==> config.mk <==
export PLATFORM = sky130hd
export DESIGN_NAME = disk_tape_function_sequencer
export DESIGN_NICKNAME = d
export VERILOG_FILES = /design/src/pkg/seq_pkg.sv /design/src/rtl/disk_tape_function_sequencer.sv
export SDC_FILE = /design/constraint.sdc
export NUM_CORES = 1
export LEC_CHECK = 0
export ABC_AREA = 1
export BUFFER_PORTS_ARGS = -buffer_cell sky130_fd_sc_hd__clkbuf_2
export CAP_MARGIN = 20
export CORE_AREA = 2 2 179 137
export CTS_CLUSTER_DIAMETER = 120
export DETAILED_ROUTE_END_ITERATION = 16
export DIE_AREA = 0 0 181 139
export GPL_TIMING_DRIVEN = 0
export HOLD_SLACK_MARGIN = 0.02
export SLEW_MARGIN = 5
export SYNTH_ARGS = -nofsm -noshare
export SYNTH_HDL_FRONTEND = slang
export SYNTH_SLANG_ARGS = --single-unit
==> constraint.sdc <==
create_clock -name pclk -period 1.95 [get_ports pclk]
set_clock_uncertainty 0.15 [all_clocks]
set_input_delay 0.0975 -clock pclk [delete_from_list [all_inputs] [get_ports pclk]]
set_output_delay 0.0975 -clock pclk [all_outputs]
set_load 0.1 [all_outputs]
==> src/pkg/seq_pkg.sv <==
package seq_pkg;
    // Register byte offsets
    localparam logic [7:0] CTRL_OFS = 8'h00;
    localparam logic [7:0] REQ_OFS = 8'h04;
    localparam logic [7:0] GEOM_OFS = 8'h08;
    localparam logic [7:0] FMT_OFS = 8'h0C;
    localparam logic [7:0] STATUS_BLK_OFS = 8'h10;
    localparam logic [7:0] STAT_OFS = 8'h14;
    // Control bits (write one)
    localparam int CTRL_START = 0;
    localparam int CTRL_RESET = 1;
    localparam int CTRL_CLRIRQ = 2;
    // Status byte fields
    localparam int ST_ERR = 7;
    localparam int ST_SECOND = 0;
    localparam int ST_BADFUNC = 1;
    localparam int ST_NOTREADY = 2;
    localparam int ST_BADPARAM = 3;
    // Function codes
    localparam logic [7:0] F_INIT = 8'h00;
    localparam logic [7:0] F_XSTAT = 8'h01;
    localparam logic [7:0] F_FORMAT = 8'h02;
    localparam logic [7:0] F_RDID = 8'h03;
    localparam logic [7:0] F_READ = 8'h04;
    localparam logic [7:0] F_VERIFY = 8'h05;
    localparam logic [7:0] F_WRITE = 8'h06;
    localparam logic [7:0] F_WRBUF = 8'h07;
    localparam logic [7:0] F_SEEK = 8'h08;
    localparam logic [7:0] F_BUFIO = 8'h0E;
    localparam logic [7:0] F_DIAG = 8'h0F;
    localparam logic [7:0] F_TINIT = 8'h10;
    localparam logic [7:0] F_TREWIND = 8'h11;
    localparam logic [7:0] F_TFILE = 8'h12;
    localparam logic [7:0] F_TMARK = 8'h14;
    localparam logic [7:0] F_TERASE = 8'h17;
    localparam logic [7:0] F_TREC = 8'h1A;
    localparam logic [7:0] F_TRESET = 8'h1C;
    localparam logic [7:0] F_TRETEN = 8'h1D;
    localparam logic [7:0] F_TSTAT = 8'h1E;
    localparam logic [7:0] F_TTERM = 8'h1F;
    localparam logic [7:0] F_MRESET = 8'h80;
    localparam logic [7:0] F_MBACKUP = 8'h81;
    localparam logic [7:0] F_MRESTORE = 8'h82;
    localparam logic [7:0] F_MSTAT = 8'h83;
    localparam logic [7:0] F_MRETEN = 8'h84;
    // Geometry limits, encoding codes and full semaphore value
    localparam logic [15:0] MAX_CYL = 16'h1000;
    localparam logic [7:0] FM_ENC = 8'h00;
    localparam logic [7:0] MFM_ENC = 8'h01;
    localparam logic [7:0] SEM_FULL = 8'hFF;
    typedef enum logic [1:0] {S_IDLE, S_EXEC, S_POST} seq_e;
endpackage : seq_pkg

==> src/rtl/disk_tape_function_sequencer.sv <==
`timescale 1ns/10ps
module disk_tape_function_sequencer
    import seq_pkg::*;
#(
    parameter bit TAPE_EN = 1'b1,
    parameter int DRIVES = 4
)(
    input wire logic pclk,
    input wire logic presetn,
    input wire logic bus_init,
    input wire logic psel,
    input wire logic penable,
    input wire logic pwrite,
    input wire logic [7:0] paddr,
    input wire logic [31:0] pwdata,
    output logic [31:0] prdata,
    output logic pready,
    output logic pslverr,
    output logic exec_go,
    output logic [7:0] exec_func,
    output logic [1:0] exec_unit,
    input wire logic exec_done,
    input wire logic exec_err,
    input wire logic lt_done,
    output logic irq
);
    logic init_s1_q, init_s2_q;
    logic pready_q, pready_d, pslverr_q, pslverr_d;
    logic [31:0] prdata_q, prdata_d;
    logic [31:0] req_q, req_d, geom_q, geom_d, fmt_q, fmt_d;
    logic [7:0] sem_q, sem_d, ostat_q, ostat_d;
    logic irq_q, irq_d, go_q, go_d;
    logic [7:0] func_q, func_d, mod_q, mod_d;
    logic [1:0] unit_q, unit_d;
    logic [DRIVES-1:0] ready_q, ready_d;
    logic [7:0] altcyl_q [DRIVES], altcyl_d [DRIVES];
    logic lt_pend_q, lt_pend_d, lt_fin_q, lt_fin_d;
    logic [7:0] pst_q, pst_d;
    seq_e state_q, state_d;

    logic acc, wr, start, hard_rst;
    logic [7:0] fn;
    logic known, is_tape, is_lt, floppy;
    logic [15:0] cyl, ssize;
    logic [7:0] spt, heads, enc;
    logic spt_ok, size_ok, geo_ok;

    // INIT comes off a bus pin
    always_ff @(posedge pclk or negedge presetn)
    begin
        if (!presetn)
        begin
            init_s1_q <= 1'b0;
            init_s2_q <= 1'b0;
        end
        else
        begin
            init_s1_q <= bus_init;
            init_s2_q <= init_s1_q;
        end
    end

    assign acc = psel & penable & pready_q;
    assign wr = acc & pwrite & ~pslverr_q;
    assign hard_rst = init_s2_q | (wr && paddr == CTRL_OFS && pwdata[CTRL_RESET]);
    assign fn = req_q[7:0];
    assign floppy = req_q[17];

    always_comb
    begin
        known = 1'b0;
        is_tape = 1'b0;
        case (fn)
            F_INIT, F_XSTAT, F_FORMAT, F_DIAG: known = 1'b1;
            F_RDID, F_READ, F_VERIFY, F_WRITE, F_WRBUF, F_SEEK, F_BUFIO: known = 1'b1;
            F_TINIT, F_TREWIND, F_TFILE, F_TMARK, F_TERASE,
            F_TREC, F_TRESET, F_TRETEN, F_TSTAT, F_TTERM:
            begin
                known = TAPE_EN;
                is_tape = 1'b1;
            end
            F_MRESET, F_MBACKUP, F_MRESTORE, F_MSTAT, F_MRETEN:
            begin
                known = TAPE_EN;
                is_tape = 1'b1;
            end
            default: known = 1'b0;
        endcase
        // Judged on the latched code, the request word may be rewritten meanwhile
        is_lt = is_lt_code(func_q);
    end

    // Initialize parameter checks
    assign cyl = geom_q[15:0];
    assign spt = geom_q[23:16];
    assign heads = geom_q[31:24];
    assign ssize = fmt_q[15:0];
    assign enc = fmt_q[31:24];
    always_comb
    begin
        if (floppy)
            spt_ok = spt == 8'h04 || spt == 8'h08 || spt == 8'h0F || spt == 8'h1A;
        else
            spt_ok = spt == 8'h09 || spt == 8'h11 || spt == 8'h1F || spt == 8'h36;
        size_ok = ssize == 16'h0080 || ssize == 16'h0100 || ssize == 16'h0200 || ssize == 16'h0400;
        geo_ok = spt_ok && size_ok && cyl <= MAX_CYL;
        if (floppy)
            geo_ok = geo_ok && (heads == 8'h01 || heads == 8'h02)
                && (enc == FM_ENC || enc == MFM_ENC);
    end

    // Start only honoured when idle and the last status was taken
    assign start = wr && paddr == CTRL_OFS && pwdata[CTRL_START]
        && state_q == S_IDLE && sem_q == 8'h00;

    always_comb
    begin
        state_d = state_q;
        func_d = func_q;
        unit_d = unit_q;
        mod_d = mod_q;
        ready_d = ready_q;
        altcyl_d = altcyl_q;
        lt_pend_d = lt_pend_q;
        lt_fin_d = lt_fin_q | lt_done;
        pst_d = pst_q;
        sem_d = sem_q;
        ostat_d = ostat_q;
        irq_d = irq_q;
        go_d = 1'b0;
        // Host acknowledges by writing zero
        if (wr && paddr == STATUS_BLK_OFS && pwdata[7:0] == 8'h00)
            sem_d = 8'h00;
        if (wr && paddr == CTRL_OFS && pwdata[CTRL_CLRIRQ])
            irq_d = 1'b0;
        case (state_q)
            S_IDLE:
            begin
                if (start)
                begin
                    func_d = fn;
                    unit_d = req_q[17:16];
                    mod_d = req_q[15:8];
                    pst_d = 8'h00;
                    state_d = S_POST;
                    if (!known)
                        pst_d = 8'h80 | (8'h01 << ST_BADFUNC);
                    else if (fn == F_INIT)
                    begin
                        if (cyl == 16'h0000)
                            ready_d[req_q[17:16]] = 1'b0;
                        else if (geo_ok)
                        begin
                            ready_d[req_q[17:16]] = 1'b1;
                            altcyl_d[req_q[17:16]] = fmt_q[23:16];
                        end
                        else
                        begin
                            ready_d[req_q[17:16]] = 1'b0;
                            pst_d = 8'h80 | (8'h01 << ST_BADPARAM);
                        end
                    end
                    else if (!is_tape && !ready_q[req_q[17:16]])
                        pst_d = 8'h80 | (8'h01 << ST_NOTREADY);
                    else
                    begin
                        go_d = 1'b1;
                        state_d = S_EXEC;
                    end
                end
                // Second posting only with nothing in flight
                else if (lt_pend_q && lt_fin_q && sem_q == 8'h00)
                begin
                    sem_d = SEM_FULL;
                    ostat_d = 8'h01 << ST_SECOND;
                    irq_d = 1'b1;
                    lt_pend_d = 1'b0;
                    lt_fin_d = 1'b0;
                end
            end
            S_EXEC:
            begin
                if (exec_done)
                begin
                    pst_d = exec_err ? 8'h80 : 8'h00;
                    state_d = S_POST;
                end
            end
            S_POST:
            begin
                if (sem_q == 8'h00)
                begin
                    sem_d = SEM_FULL;
                    ostat_d = pst_q;
                    if (mod_q[0])
                        irq_d = 1'b1;
                    // Error ends a long-term function here
                    if (is_lt && !pst_q[ST_ERR])
                        lt_pend_d = 1'b1;
                    state_d = S_IDLE;
                end
            end
            default: state_d = S_IDLE;
        endcase
        if (hard_rst)
        begin
            ready_d = '0;
            irq_d = 1'b0;
            lt_pend_d = 1'b0;
            lt_fin_d = 1'b0;
            state_d = S_IDLE;
        end
    end

    function automatic logic is_lt_code(input logic [7:0] f);
        is_lt_code = (f == F_SEEK) || (f == F_TFILE) || (f == F_TRETEN)
            || (f == F_TREWIND) || (f == F_TERASE);
    endfunction : is_lt_code

    // Register bus: one wait state so read data comes from a flop
    always_comb
    begin
        req_d = req_q;
        geom_d = geom_q;
        fmt_d = fmt_q;
        pready_d = psel & penable & ~pready_q;
        pslverr_d = 1'b0;
        prdata_d = 32'h0000_0000;
        case (paddr)
            CTRL_OFS: prdata_d = 32'h0000_0000;
            REQ_OFS: prdata_d = req_q;
            GEOM_OFS: prdata_d = geom_q;
            FMT_OFS: prdata_d = fmt_q;
            STATUS_BLK_OFS: prdata_d = {16'h0000, ostat_q, sem_q};
            STAT_OFS: prdata_d = {16'h0000, altcyl_q[req_q[17:16]], 1'b0, lt_fin_q, lt_pend_q,
                state_q != S_IDLE, ready_q};
            default: pslverr_d = pready_d;
        endcase
        if (wr && paddr == REQ_OFS)
            req_d = pwdata;
        if (wr && paddr == GEOM_OFS)
            geom_d = pwdata;
        if (wr && paddr == FMT_OFS)
            fmt_d = pwdata;
    end

    always_ff @(posedge pclk or negedge presetn)
    begin
        if (!presetn)
        begin
            pready_q <= 1'b0;
            pslverr_q <= 1'b0;
            prdata_q <= 32'h0000_0000;
            req_q <= 32'h0000_0000;
            geom_q <= 32'h0000_0000;
            fmt_q <= 32'h0000_0000;
            state_q <= S_IDLE;
            func_q <= 8'h00;
            unit_q <= 2'h0;
            mod_q <= 8'h00;
            ready_q <= '0;
            for (int i = 0; i < DRIVES; i++)
                altcyl_q[i] <= 8'h00;
            lt_pend_q <= 1'b0;
            lt_fin_q <= 1'b0;
            pst_q <= 8'h00;
            sem_q <= 8'h00;
            ostat_q <= 8'h00;
            irq_q <= 1'b0;
            go_q <= 1'b0;
        end
        else
        begin
            pready_q <= pready_d;
            pslverr_q <= pslverr_d;
            prdata_q <= prdata_d;
            req_q <= req_d;
            geom_q <= geom_d;
            fmt_q <= fmt_d;
            state_q <= state_d;
            func_q <= func_d;
            unit_q <= unit_d;
            mod_q <= mod_d;
            ready_q <= ready_d;
            altcyl_q <= altcyl_d;
            lt_pend_q <= lt_pend_d;
            lt_fin_q <= lt_fin_d;
            pst_q <= pst_d;
            sem_q <= sem_d;
            ostat_q <= ostat_d;
            irq_q <= irq_d;
            go_q <= go_d;
        end
    end

    assign prdata = prdata_q;
    assign pready = pready_q;
    assign pslverr = pslverr_q;
    assign exec_go = go_q;
    assign exec_func = func_q;
    assign exec_unit = unit_q;
    assign irq = irq_q;
endmodule : disk_tape_function_sequencer

== Word-level counts from Yosys, hierarchy flattened ==
Cells that the tools add are included.
Storage, ports and cells
  input port bits: 49
  output and inout port bits: 46
  word-level logic and storage cells: 241
  register bits: 209
Cells by class
  muxes and demuxes: 71
  eq/ne operators: 63
  bitwise gates (word level): 14
  reductions and logical operators: 64
  order comparisons: 5
Operator list (number)
  one-hot mux 32 bit (5 select lines): 1
  == test 8 x 5 -> 1 bit, second input constant: 19
  two-way mux 8 bit: 18
  == test 8 x 4 -> 1 bit, second input constant: 9
  == test 8 x 3 -> 1 bit, second input constant: 6
  one-hot mux 8 bit (2 select lines): 3
  == test 8 bit, second input constant: 5
  logical NOT 8 bit: 5
  bitwise mux 32 bit: 1
  two-way mux 4 bit: 7
  two-way mux 1 bit: 27
  OR reduction 26 bit: 1
  == test 8 x 1 -> 1 bit, second input constant: 3
  == test 8 x 2 -> 1 bit, second input constant: 3
  logical AND 1 bit: 21
  binary-select mux 8 bit (select 2 bit): 1
  demux 8 bit (select 2 bit): 1
  == test 16 x 10 -> 1 bit, second input constant: 1
  == test 16 x 11 -> 1 bit, second input constant: 1
  == test 16 x 8 -> 1 bit, second input constant: 1
  == test 16 x 9 -> 1 bit, second input constant: 1
  <= comparator 16 x 13 -> 1 bit, second input constant: 1
  logical NOT 16 bit: 1
  logical OR 1 bit: 15
  34 further kinds: 65

== Longest topological paths before layout ==
Gate-level depths: netlist of the first run.
  depth in word-level cells: 17
  gate-level depth with buffers: 14
  depth with buffers taken out: 14

== Worst setup path after synthesis of the first run ==
No wires, ideal clock.
  path kind: flip-flop to flip-flop
  from: reg pready_q (netlist: pready)
  to: reg altcyl_q[10] in the netlist's numbering
  arrival time: 2063 ps
  clock period less this slack: 2332 ps
  slack: -382 ps
  buffers on the path: 1
  required time: 1681 ps
  library setup time: 119 ps
  cell stages (with the launch flop): 9
  cells stage by stage: dfrtp_1 > nand3_1 > nor2_4 > nand2_1 > buf_6 > nor2_8 > nand4_4 > nand2_1 > nand2_1
Between the ends
  longest elaborated chain between the ends: 8
RTL lines
  start: declaration: line disk_tape_function_sequencer.sv:28  | logic pready_q, pready_d, pslverr_q, pslverr_d;
  start signal: assignment: line disk_tape_function_sequencer.sv:274  | pready_q <= pready_d;
  AND 1 bit: line disk_tape_function_sequencer.sv:63  | assign acc = psel & penable & pready_q;
  AND 1 bit (2 in series): line disk_tape_function_sequencer.sv:64  | assign wr = acc & pwrite & ~pslverr_q;
  logical AND 1 bit (2 in series): line disk_tape_function_sequencer.sv:113  | assign start = wr && paddr == CTRL_OFS && pwdata[CTRL_START]
  logical AND 1 bit (2 in series): line disk_tape_function_sequencer.sv:114  | && state_q == S_IDLE && sem_q == 8'h00;
  AND reduction 6 bit (no source line)
  end signal: assignment: line disk_tape_function_sequencer.sv:285  | altcyl_q <= altcyl_d;
  end: declaration: line disk_tape_function_sequencer.sv:36  | logic [7:0] altcyl_q [DRIVES], altcyl_d [DRIVES];
No other way between the ends.
A chain may end at the register's enable or synchronous reset.

== Worst setup path in the final report of the first run ==
  from: reg geom_q[14]
  to: reg altcyl_q[3] in the netlist's numbering
Between the ends
  longest elaborated chain between the ends: 6
  elaborated cells between the ends (all ways): 8
  those cells by class: order compare (1); mux (1); bitwise (1); reduce/logical (5)
RTL lines
  start: declaration: line disk_tape_function_sequencer.sv:30  | logic [31:0] req_q, req_d, geom_q, geom_d, fmt_q, fmt_d;
  start signal: assignment: line disk_tape_function_sequencer.sv:278  | geom_q <= geom_d;
  <= comparator 16 x 13 -> 1 bit: line disk_tape_function_sequencer.sv:106  | geo_ok = spt_ok && size_ok && cyl <= MAX_CYL;
  logical AND 1 bit: line disk_tape_function_sequencer.sv:106
  logical AND 1 bit: line disk_tape_function_sequencer.sv:108  | geo_ok = geo_ok && (heads == 8'h01 || heads == 8'h02)
  logical AND 1 bit: line disk_tape_function_sequencer.sv:109  | && (enc == FM_ENC || enc == MFM_ENC);
  two-way mux 1 bit: line disk_tape_function_sequencer.sv:107  | if (floppy)
  AND reduction 6 bit (no source line) *
Every way passes the cells marked *; elsewhere a longest branch is shown, timed or not.

==> run metrics, run 1 <==
share of post-route cells with drive strength above 1 22.4%; Nets about 1400; Initial Utilization 39.3%; Synthesis Warnings 0; Synth area leader dfrtp_1; placed cell count about 1500; drt total wl slightly below 30 mm; P per Cell Area ~740 nW/um^2; pin count of the biggest net entering global routing 89; Final Hold Vio Count 0; post-synth top area share 54.6%; CP Data Arrival Time 2.24 ns; Die Width 181 um; Worst Setup Slack, final -0.0572 ns; WHS Path Cells 4; Die ar. 25200 sq um; Core Footprint ~24000 sq um; VDD IR max around 0.00055 V; fin crit share 103%; fmax 498 MHz; Main synth FF type dfrtp_1; CTS Sinks 202; critical path depth 9; slew of the pin with the lowest slew margin 0.753 ns; WL per Instance 17.4 um; type of origin of the critical path register; distinct cell type count of the synthesized netlist 35; vias per cell 5.16; GR Overflow Total 0; first-pass GRT wire length 45.6 mm; largest cells by area after synthesis dfrtp_1 (55%), nand2_1 (16%), o21ai_0 (5.6%); Critical Path RT 2.19 ns; failing checks negative setup slack; Total GRT Usage 22.8%; Top cell by count, worst path nand2_1; Min-Delay Startpoint paddr[1]; Worst R2R End altcyl_q[3]$_DFFE_PN0P_; chip height 139 um; Final Max Tran Viols 0; DP Wirelength 19.5 mm; Lkg Pwr just under 0.006 uW; CP top delay family simple AND/OR/NAND/NOR gates; register area share after synthesis 54.6%; worst path bufs/invs 1; crit-path cells nor3_2 -> nand2_1 -> nor2_4 -> nand3_4 -> nor2_4 -> buf_12 -> nand4_4 -> nand2_1 -> nand2_1; Crit-path slowest cell dfrtp_1; gpl congestion 0.894; CTS max path bufs 3; TritonCTS clock tree yes; fill count 2240; slowest stage delay, CP 0.41 ns; critical path peak fanout 8; R2R Setup Slk -0.06 ns; via count about 8500; Tot Pwr 9060 uW; Synthesized Nets 1182; crit end category register; Async SR Flop Fraction 100%; critical path start-end classification reg -> reg; Worst Hold Class in -> reg; H-tree depth 1; Slew Limit Headroom around half; P&R area growth vs syn 31.6%; Post-Layout Cell Count 1657; DRC Markers 0; post-synthesis cell count 1133; DR iter-0 viols 985; R2R depth 9; ANT nets after route 0; RR Startpoint geom_q[14]$_DFFE_PN0P_; MaxCap Viol Count 0; EDFF count, synth 0; status complete, but fails checks; most frequent cell after synthesis nand2_1; IO Pins 95; vias in the first global route 8117; Syn Area/Cell 8.18 sq um; Period minus WS final ~2.0 ns; WHS 0.0419 ns; cell row count between 40 and 50; # setup viols final 29; worst skew pair latency 0.51 ns; PortBufs 94; Clock Pin Slew Worst Setup and Hold Paths 0.07 ns; drt pass-1 iters 6; Worst Setup SP geom_q[14]$_DFFE_PN0P_; CTS buffer count 21; initial antenna violation count 0; diodes inserted 0; Hold EP prdata[10]$_DFF_PN0_; RSZ-0062 raised after global routing true; CTS Root Cell clkbuf_16; cell area after synthesis between 9000 and 10000 sq um; Synth top cells by count nand2_1 (406), dfrtp_1 (202), inv_1 (111); flop and latch count out of synthesis 202
-- power breakdown --
group / internal, uW / switching [uW]
Sequential: 4200 / 11.8
Combinational: 138 / 235
Clock: 2760 / 1700
Total: 7110 / 1950
-- cells by family after synthesis --
| kind of cell | count (synthesis) | synth area share (%) |
|---|---|---|
| buffers and inverters | 150 | 6.51 |
| DFF | 202 | 54.6 |
| xor gates and xnor gates | 1 | 0.0946 |
| and+or+nand+nor | 605 | 28.4 |
| AOI/OAI and AO/OA | 175 | 10.4 |
-- per-layer routing --
layer  vias to the layer above  global-route usage (%)  part of all wire (%)
met2                       297                    34.2                    43
met4                         2                    4.19                   1.7
li1                       4105                       -                     -
met1                      4108                    34.9                    47
met5                         -                    2.29                  0.27
met3                        36                    3.73                   7.4
-- tightest hold or removal path, stage by stage --
cell	delay, ns
clkbuf_2	0.12
nor4_4	0.07
nand2_2	0.17
o2111ai_1	0.17
-- placed cells by master (no fill, tap or decap), types with 5 or more instances in the layout --
cell type,netlist,routed
a21oi_1,9,5
buf_2,8,5
buf_4,0,27
buf_6,4,12
clkbuf_1,24,12
clkbuf_16,0,21
clkbuf_2,0,104
clkbuf_8,0,8
dfrtp_1,202,197
dlygate4sd3_1,0,48
inv_1,111,103
inv_2,2,7
nand2_1,406,374
nand2_2,4,34
nand3_1,34,25
nand3_2,0,7
nand4_1,50,50
nor2_1,84,65
nor2_2,2,11
nor2_4,3,14
o2111ai_1,5,5
o211ai_1,12,12
o21ai_0,103,100
o21ai_1,30,33
o22ai_1,6,6
-- worst max-delay path by stage --
stage,end,slack [ns]
2_1_floorplan,altcyl_q[10]$_DFFE_PN0P_,-0.02
3_3_place_gp,pslverr$_DFF_PN0_,-4.23
3_5_place_dp,prdata[11]$_DFF_PN0_,-0.56
4_1_cts,altcyl_q[16]$_DFFE_PN0P_,-0.007
5_1_grt,altcyl_q[25]$_DFFE_PN0P_,-0.14
6_report,altcyl_q[3]$_DFFE_PN0P_,-0.06
-- through the flow --
| stage | setup TNS, ns | cell area [sq um] | setup slack (ns) | util (%) |
|---|---|---|---|---|
| 2_1_floorplan | -0.411 | 9270 | -0.0208 | - |
| 3_3_place_gp | -721.92 | 10100 | -4.23 | 43.0 |
| 3_5_place_dp | -35.15 | 10200 | -0.562 | 43.3 |
| 4_1_cts | -0.00661 | 11900 | -0.00661 | 50.4 |
| 5_1_grt | -3.85 | 12200 | -0.139 | 51.8 |
| 6_report | -1.04 | 12200 | -0.0572 | 51.8 |
-- registers in the layout (all words and copies together) (netlist names), 2 cells and up --
signal,cells
exec_unit,2
req_q,32
ready_q,4
pst_q,4
sem_q,8
ostat_q,5
altcyl_q,32
geom_q,32
prdata,32
state_q,2
fmt_q,32
exec_func,8
-- layout make-up --
cell class,count,area (sq um),share of cell area [%]
inverters,114,442,3.62
plain buffers,35,214,1.76
repair buffers,181,1360,11.2
well taps,306,383,3.14
clock buffers,28,622,5.10
multi-input cells,782,3950,32.4
clock inverters,9,149,1.22
flip-flops and latches,202,5070,41.6
-- what timing repair did --
| item | in CTS | in global routing |
|---|---|---|
| endpoints found under the setup margin | 120 | 143 |
| resized for setup | 66 | 69 |
| setup buffers | 20 | 14 |
| hold buffers | 49 | 0 |
| gates cloned | 3 | 0 |
| hold endpoints to repair | 237 | 0 |
| pin swaps | 14 | 44 |
No activity file was read; power rests on OpenSTA's default activity.
==> run 2, diff against run 1 <==
--- a/config.mk
+++ b/config.mk
@@ -8,10 +8,10 @@
 export ABC_AREA = 1
 export BUFFER_PORTS_ARGS = -buffer_cell sky130_fd_sc_hd__clkbuf_2
 export CAP_MARGIN = 20
-export CORE_AREA = 2 2 179 137
+export CORE_AREA = 2 2 191 146
 export CTS_CLUSTER_DIAMETER = 120
 export DETAILED_ROUTE_END_ITERATION = 16
-export DIE_AREA = 0 0 181 139
+export DIE_AREA = 0 0 193 148
 export GPL_TIMING_DRIVEN = 0
 export HOLD_SLACK_MARGIN = 0.02
 export SLEW_MARGIN = 5
==> run 2 against run 1 <==
Compared with the run above:
- the run still ends with negative setup slack left
- global-route usage down 2.0 points
- critical path depth unchanged
- utilization down 6.4 points
- design area down 0.67%
- critical path type unchanged
- critical endpoint is now altcyl_q[8]$_DFFE_PN0P_
- largest power group is now sequential cells
==> run metrics, run 2 (same netlist as run 1, synthesis figures left out) <==
via count 8500; commonest non-fill, non-tap cell in the layout nand2_1; DR iter-0 viols 779; vias in the first global route 8153; Final Hold Vio Count 0; diodes inserted 0; Slew Limit Headroom 47.4%; crit end category register; VDD IR max 0.000582 V; Final Util 45.4%; worst skew pair latency 0.52 ns; GR Overflow Total 0; drt pass-1 iters 5; P&R area growth vs syn 30.7%; critical path start-end classification reg -> reg; highest-count cells in the layout ignoring fill and taps nand2_1 (382), dfrtp_1 (196), inv_1 (102), clkbuf_2 (102), o21ai_0 (99); cell row count 52; Initial Utilization a little over a third; CTS Root Cell clkbuf_16; Final Max Tran Viols 0; Min-Delay Startpoint paddr[3]; CTS max path bufs 3; DRC Markers 0; TritonCTS clock tree yes; critical path peak fanout 8; MaxCap Viol Count 0; Period minus WS final 2.00 ns; Crit-path slowest cell dfrtp_1; Die Width 193 um; Clock Pin Slew Worst Setup and Hold Paths 0.06 ns; Worst Setup Slack, final -0.0513 ns; CTS buffer count 22; PortBufs 94; Nets 1385; DP Wirelength 20.1 mm; fin area about 12000 sq um; Worst Hold Class in -> reg; DP Area 10200 sq um; ANT nets after route 0; Die ar. around 29000 sq um; slew of the pin with the lowest slew margin 0.789 ns; # setup viols final 23; drt total wl between 20 and 30 mm; CP Data Arrival Time 2.24 ns; Post-Layout Cell Count 1703; register area 5070 sq um; type of origin of the critical path register; failing checks negative setup slack; vias per cell 4.99; chip height 148 um; CTS Sinks 202; placed cell count 1579; H-tree depth 1; IO Pins 95; fin crit share 103%; RSZ-0062 raised after global routing true; area of the multi-input gates 3910 sq um; Worst Setup SP fmt_q[5]$_DFFE_PN0P_; fmax 500 MHz; Critical Path RT 2.19 ns; first-pass GRT wire length 46.4 mm; initial antenna violation count 0; Core Footprint 26700 sq um; Lkg Pwr 0.00593 uW; slowest stage delay, CP 0.40 ns; Total GRT Usage 20.9%; fill count ~2700; P per Cell Area 718 nW/um^2; pin count of the biggest net entering global routing 107; WL per Instance 17.1 um; gpl congestion 0.895; crit-path cells nor2_1 -> nand4_1 -> nor2_4 -> nand3_4 -> nor2_4 -> buf_12 -> nand4_4 -> nand2_1 -> nand2_1; status complete, but fails checks; share of post-route cells with drive strength above 1 21.5%; RR Startpoint fmt_q[5]$_DFFE_PN0P_
==> run 2: final cells by class <==
type	instances	area share [%]
tap	351	3.63
clock buffer	30	5.13
inverter	114	3.65
sequential	202	41.9
buffer	35	2.00
timing repair buffer	179	10.7
multi-input combinational	782	32.3
clock inverter	10	0.765
==> run 2: per-stage QoR <==
step | TNS [ns] | worst slack, ns | hold slack, ns | total power (uW)
floorplan | -0.411 | -0.0208 | -0.348 | 4380
global placement | -718.58 | -4.17 | 0.0735 | 4570
detailed placement | -39.62 | -0.665 | 0.0581 | 4580
CTS | -0.204 | -0.0301 | 0.0321 | 8750
global route | -4.01 | -0.122 | 0.107 | 8990
finish | -0.454 | -0.0513 | 0.0603 | 8700
==> run 2: worst max-delay path: cells and delay by family (launching register included) <==
family                 cells  cell delay (ns)
and+or+nand+nor            8             1.20
buffers and inverters      1             0.14
DFF                        1             0.40
==> run 2: routing by layer <==
metal	global-route usage, %	vias up	wire (um)
li1	-	4092	-
met1	32.5	4082	14100
met2	30.4	292	12300
met3	3.37	34	2080
met4	4.55	0	580
met5	0	-	0
==> run 2: path summary, 6_finish.rpt <==
path                                            end  slack (ns)  depth (start not counted)
hold / removal                 prdata[25]$_DFF_PN0_        0.06                          3
setup / recovery            altcyl_q[8]$_DFFE_PN0P_       -0.05                          9
hold reg to reg                 init_s2_q$_DFF_PN0_        0.22                          0
min in group asynchronous  exec_func[4]$_DFFE_PN0P_        0.10                          2
max in group asynchronous    geom_q[18]$_DFFE_PN0P_        0.54                          3
setup reg to reg            altcyl_q[8]$_DFFE_PN0P_       -0.05                          9
==> run 2: power by group <==
group	switching, uW	internal (uW)
combinational	233	125
clock	1740	2380
sequential	12.7	4210
total	1990	6710
==> run 2: what timing repair did <==
action | CTS | global route
setup endpoints to repair | 127 | 152
pin swaps | 18 | 31
gates resized for setup | 58 | 79
endpoints found under the hold margin | 217 | 0
hold buffers | 46 | 0
buffers inserted | 20 | 17
cloned | 3 | 0
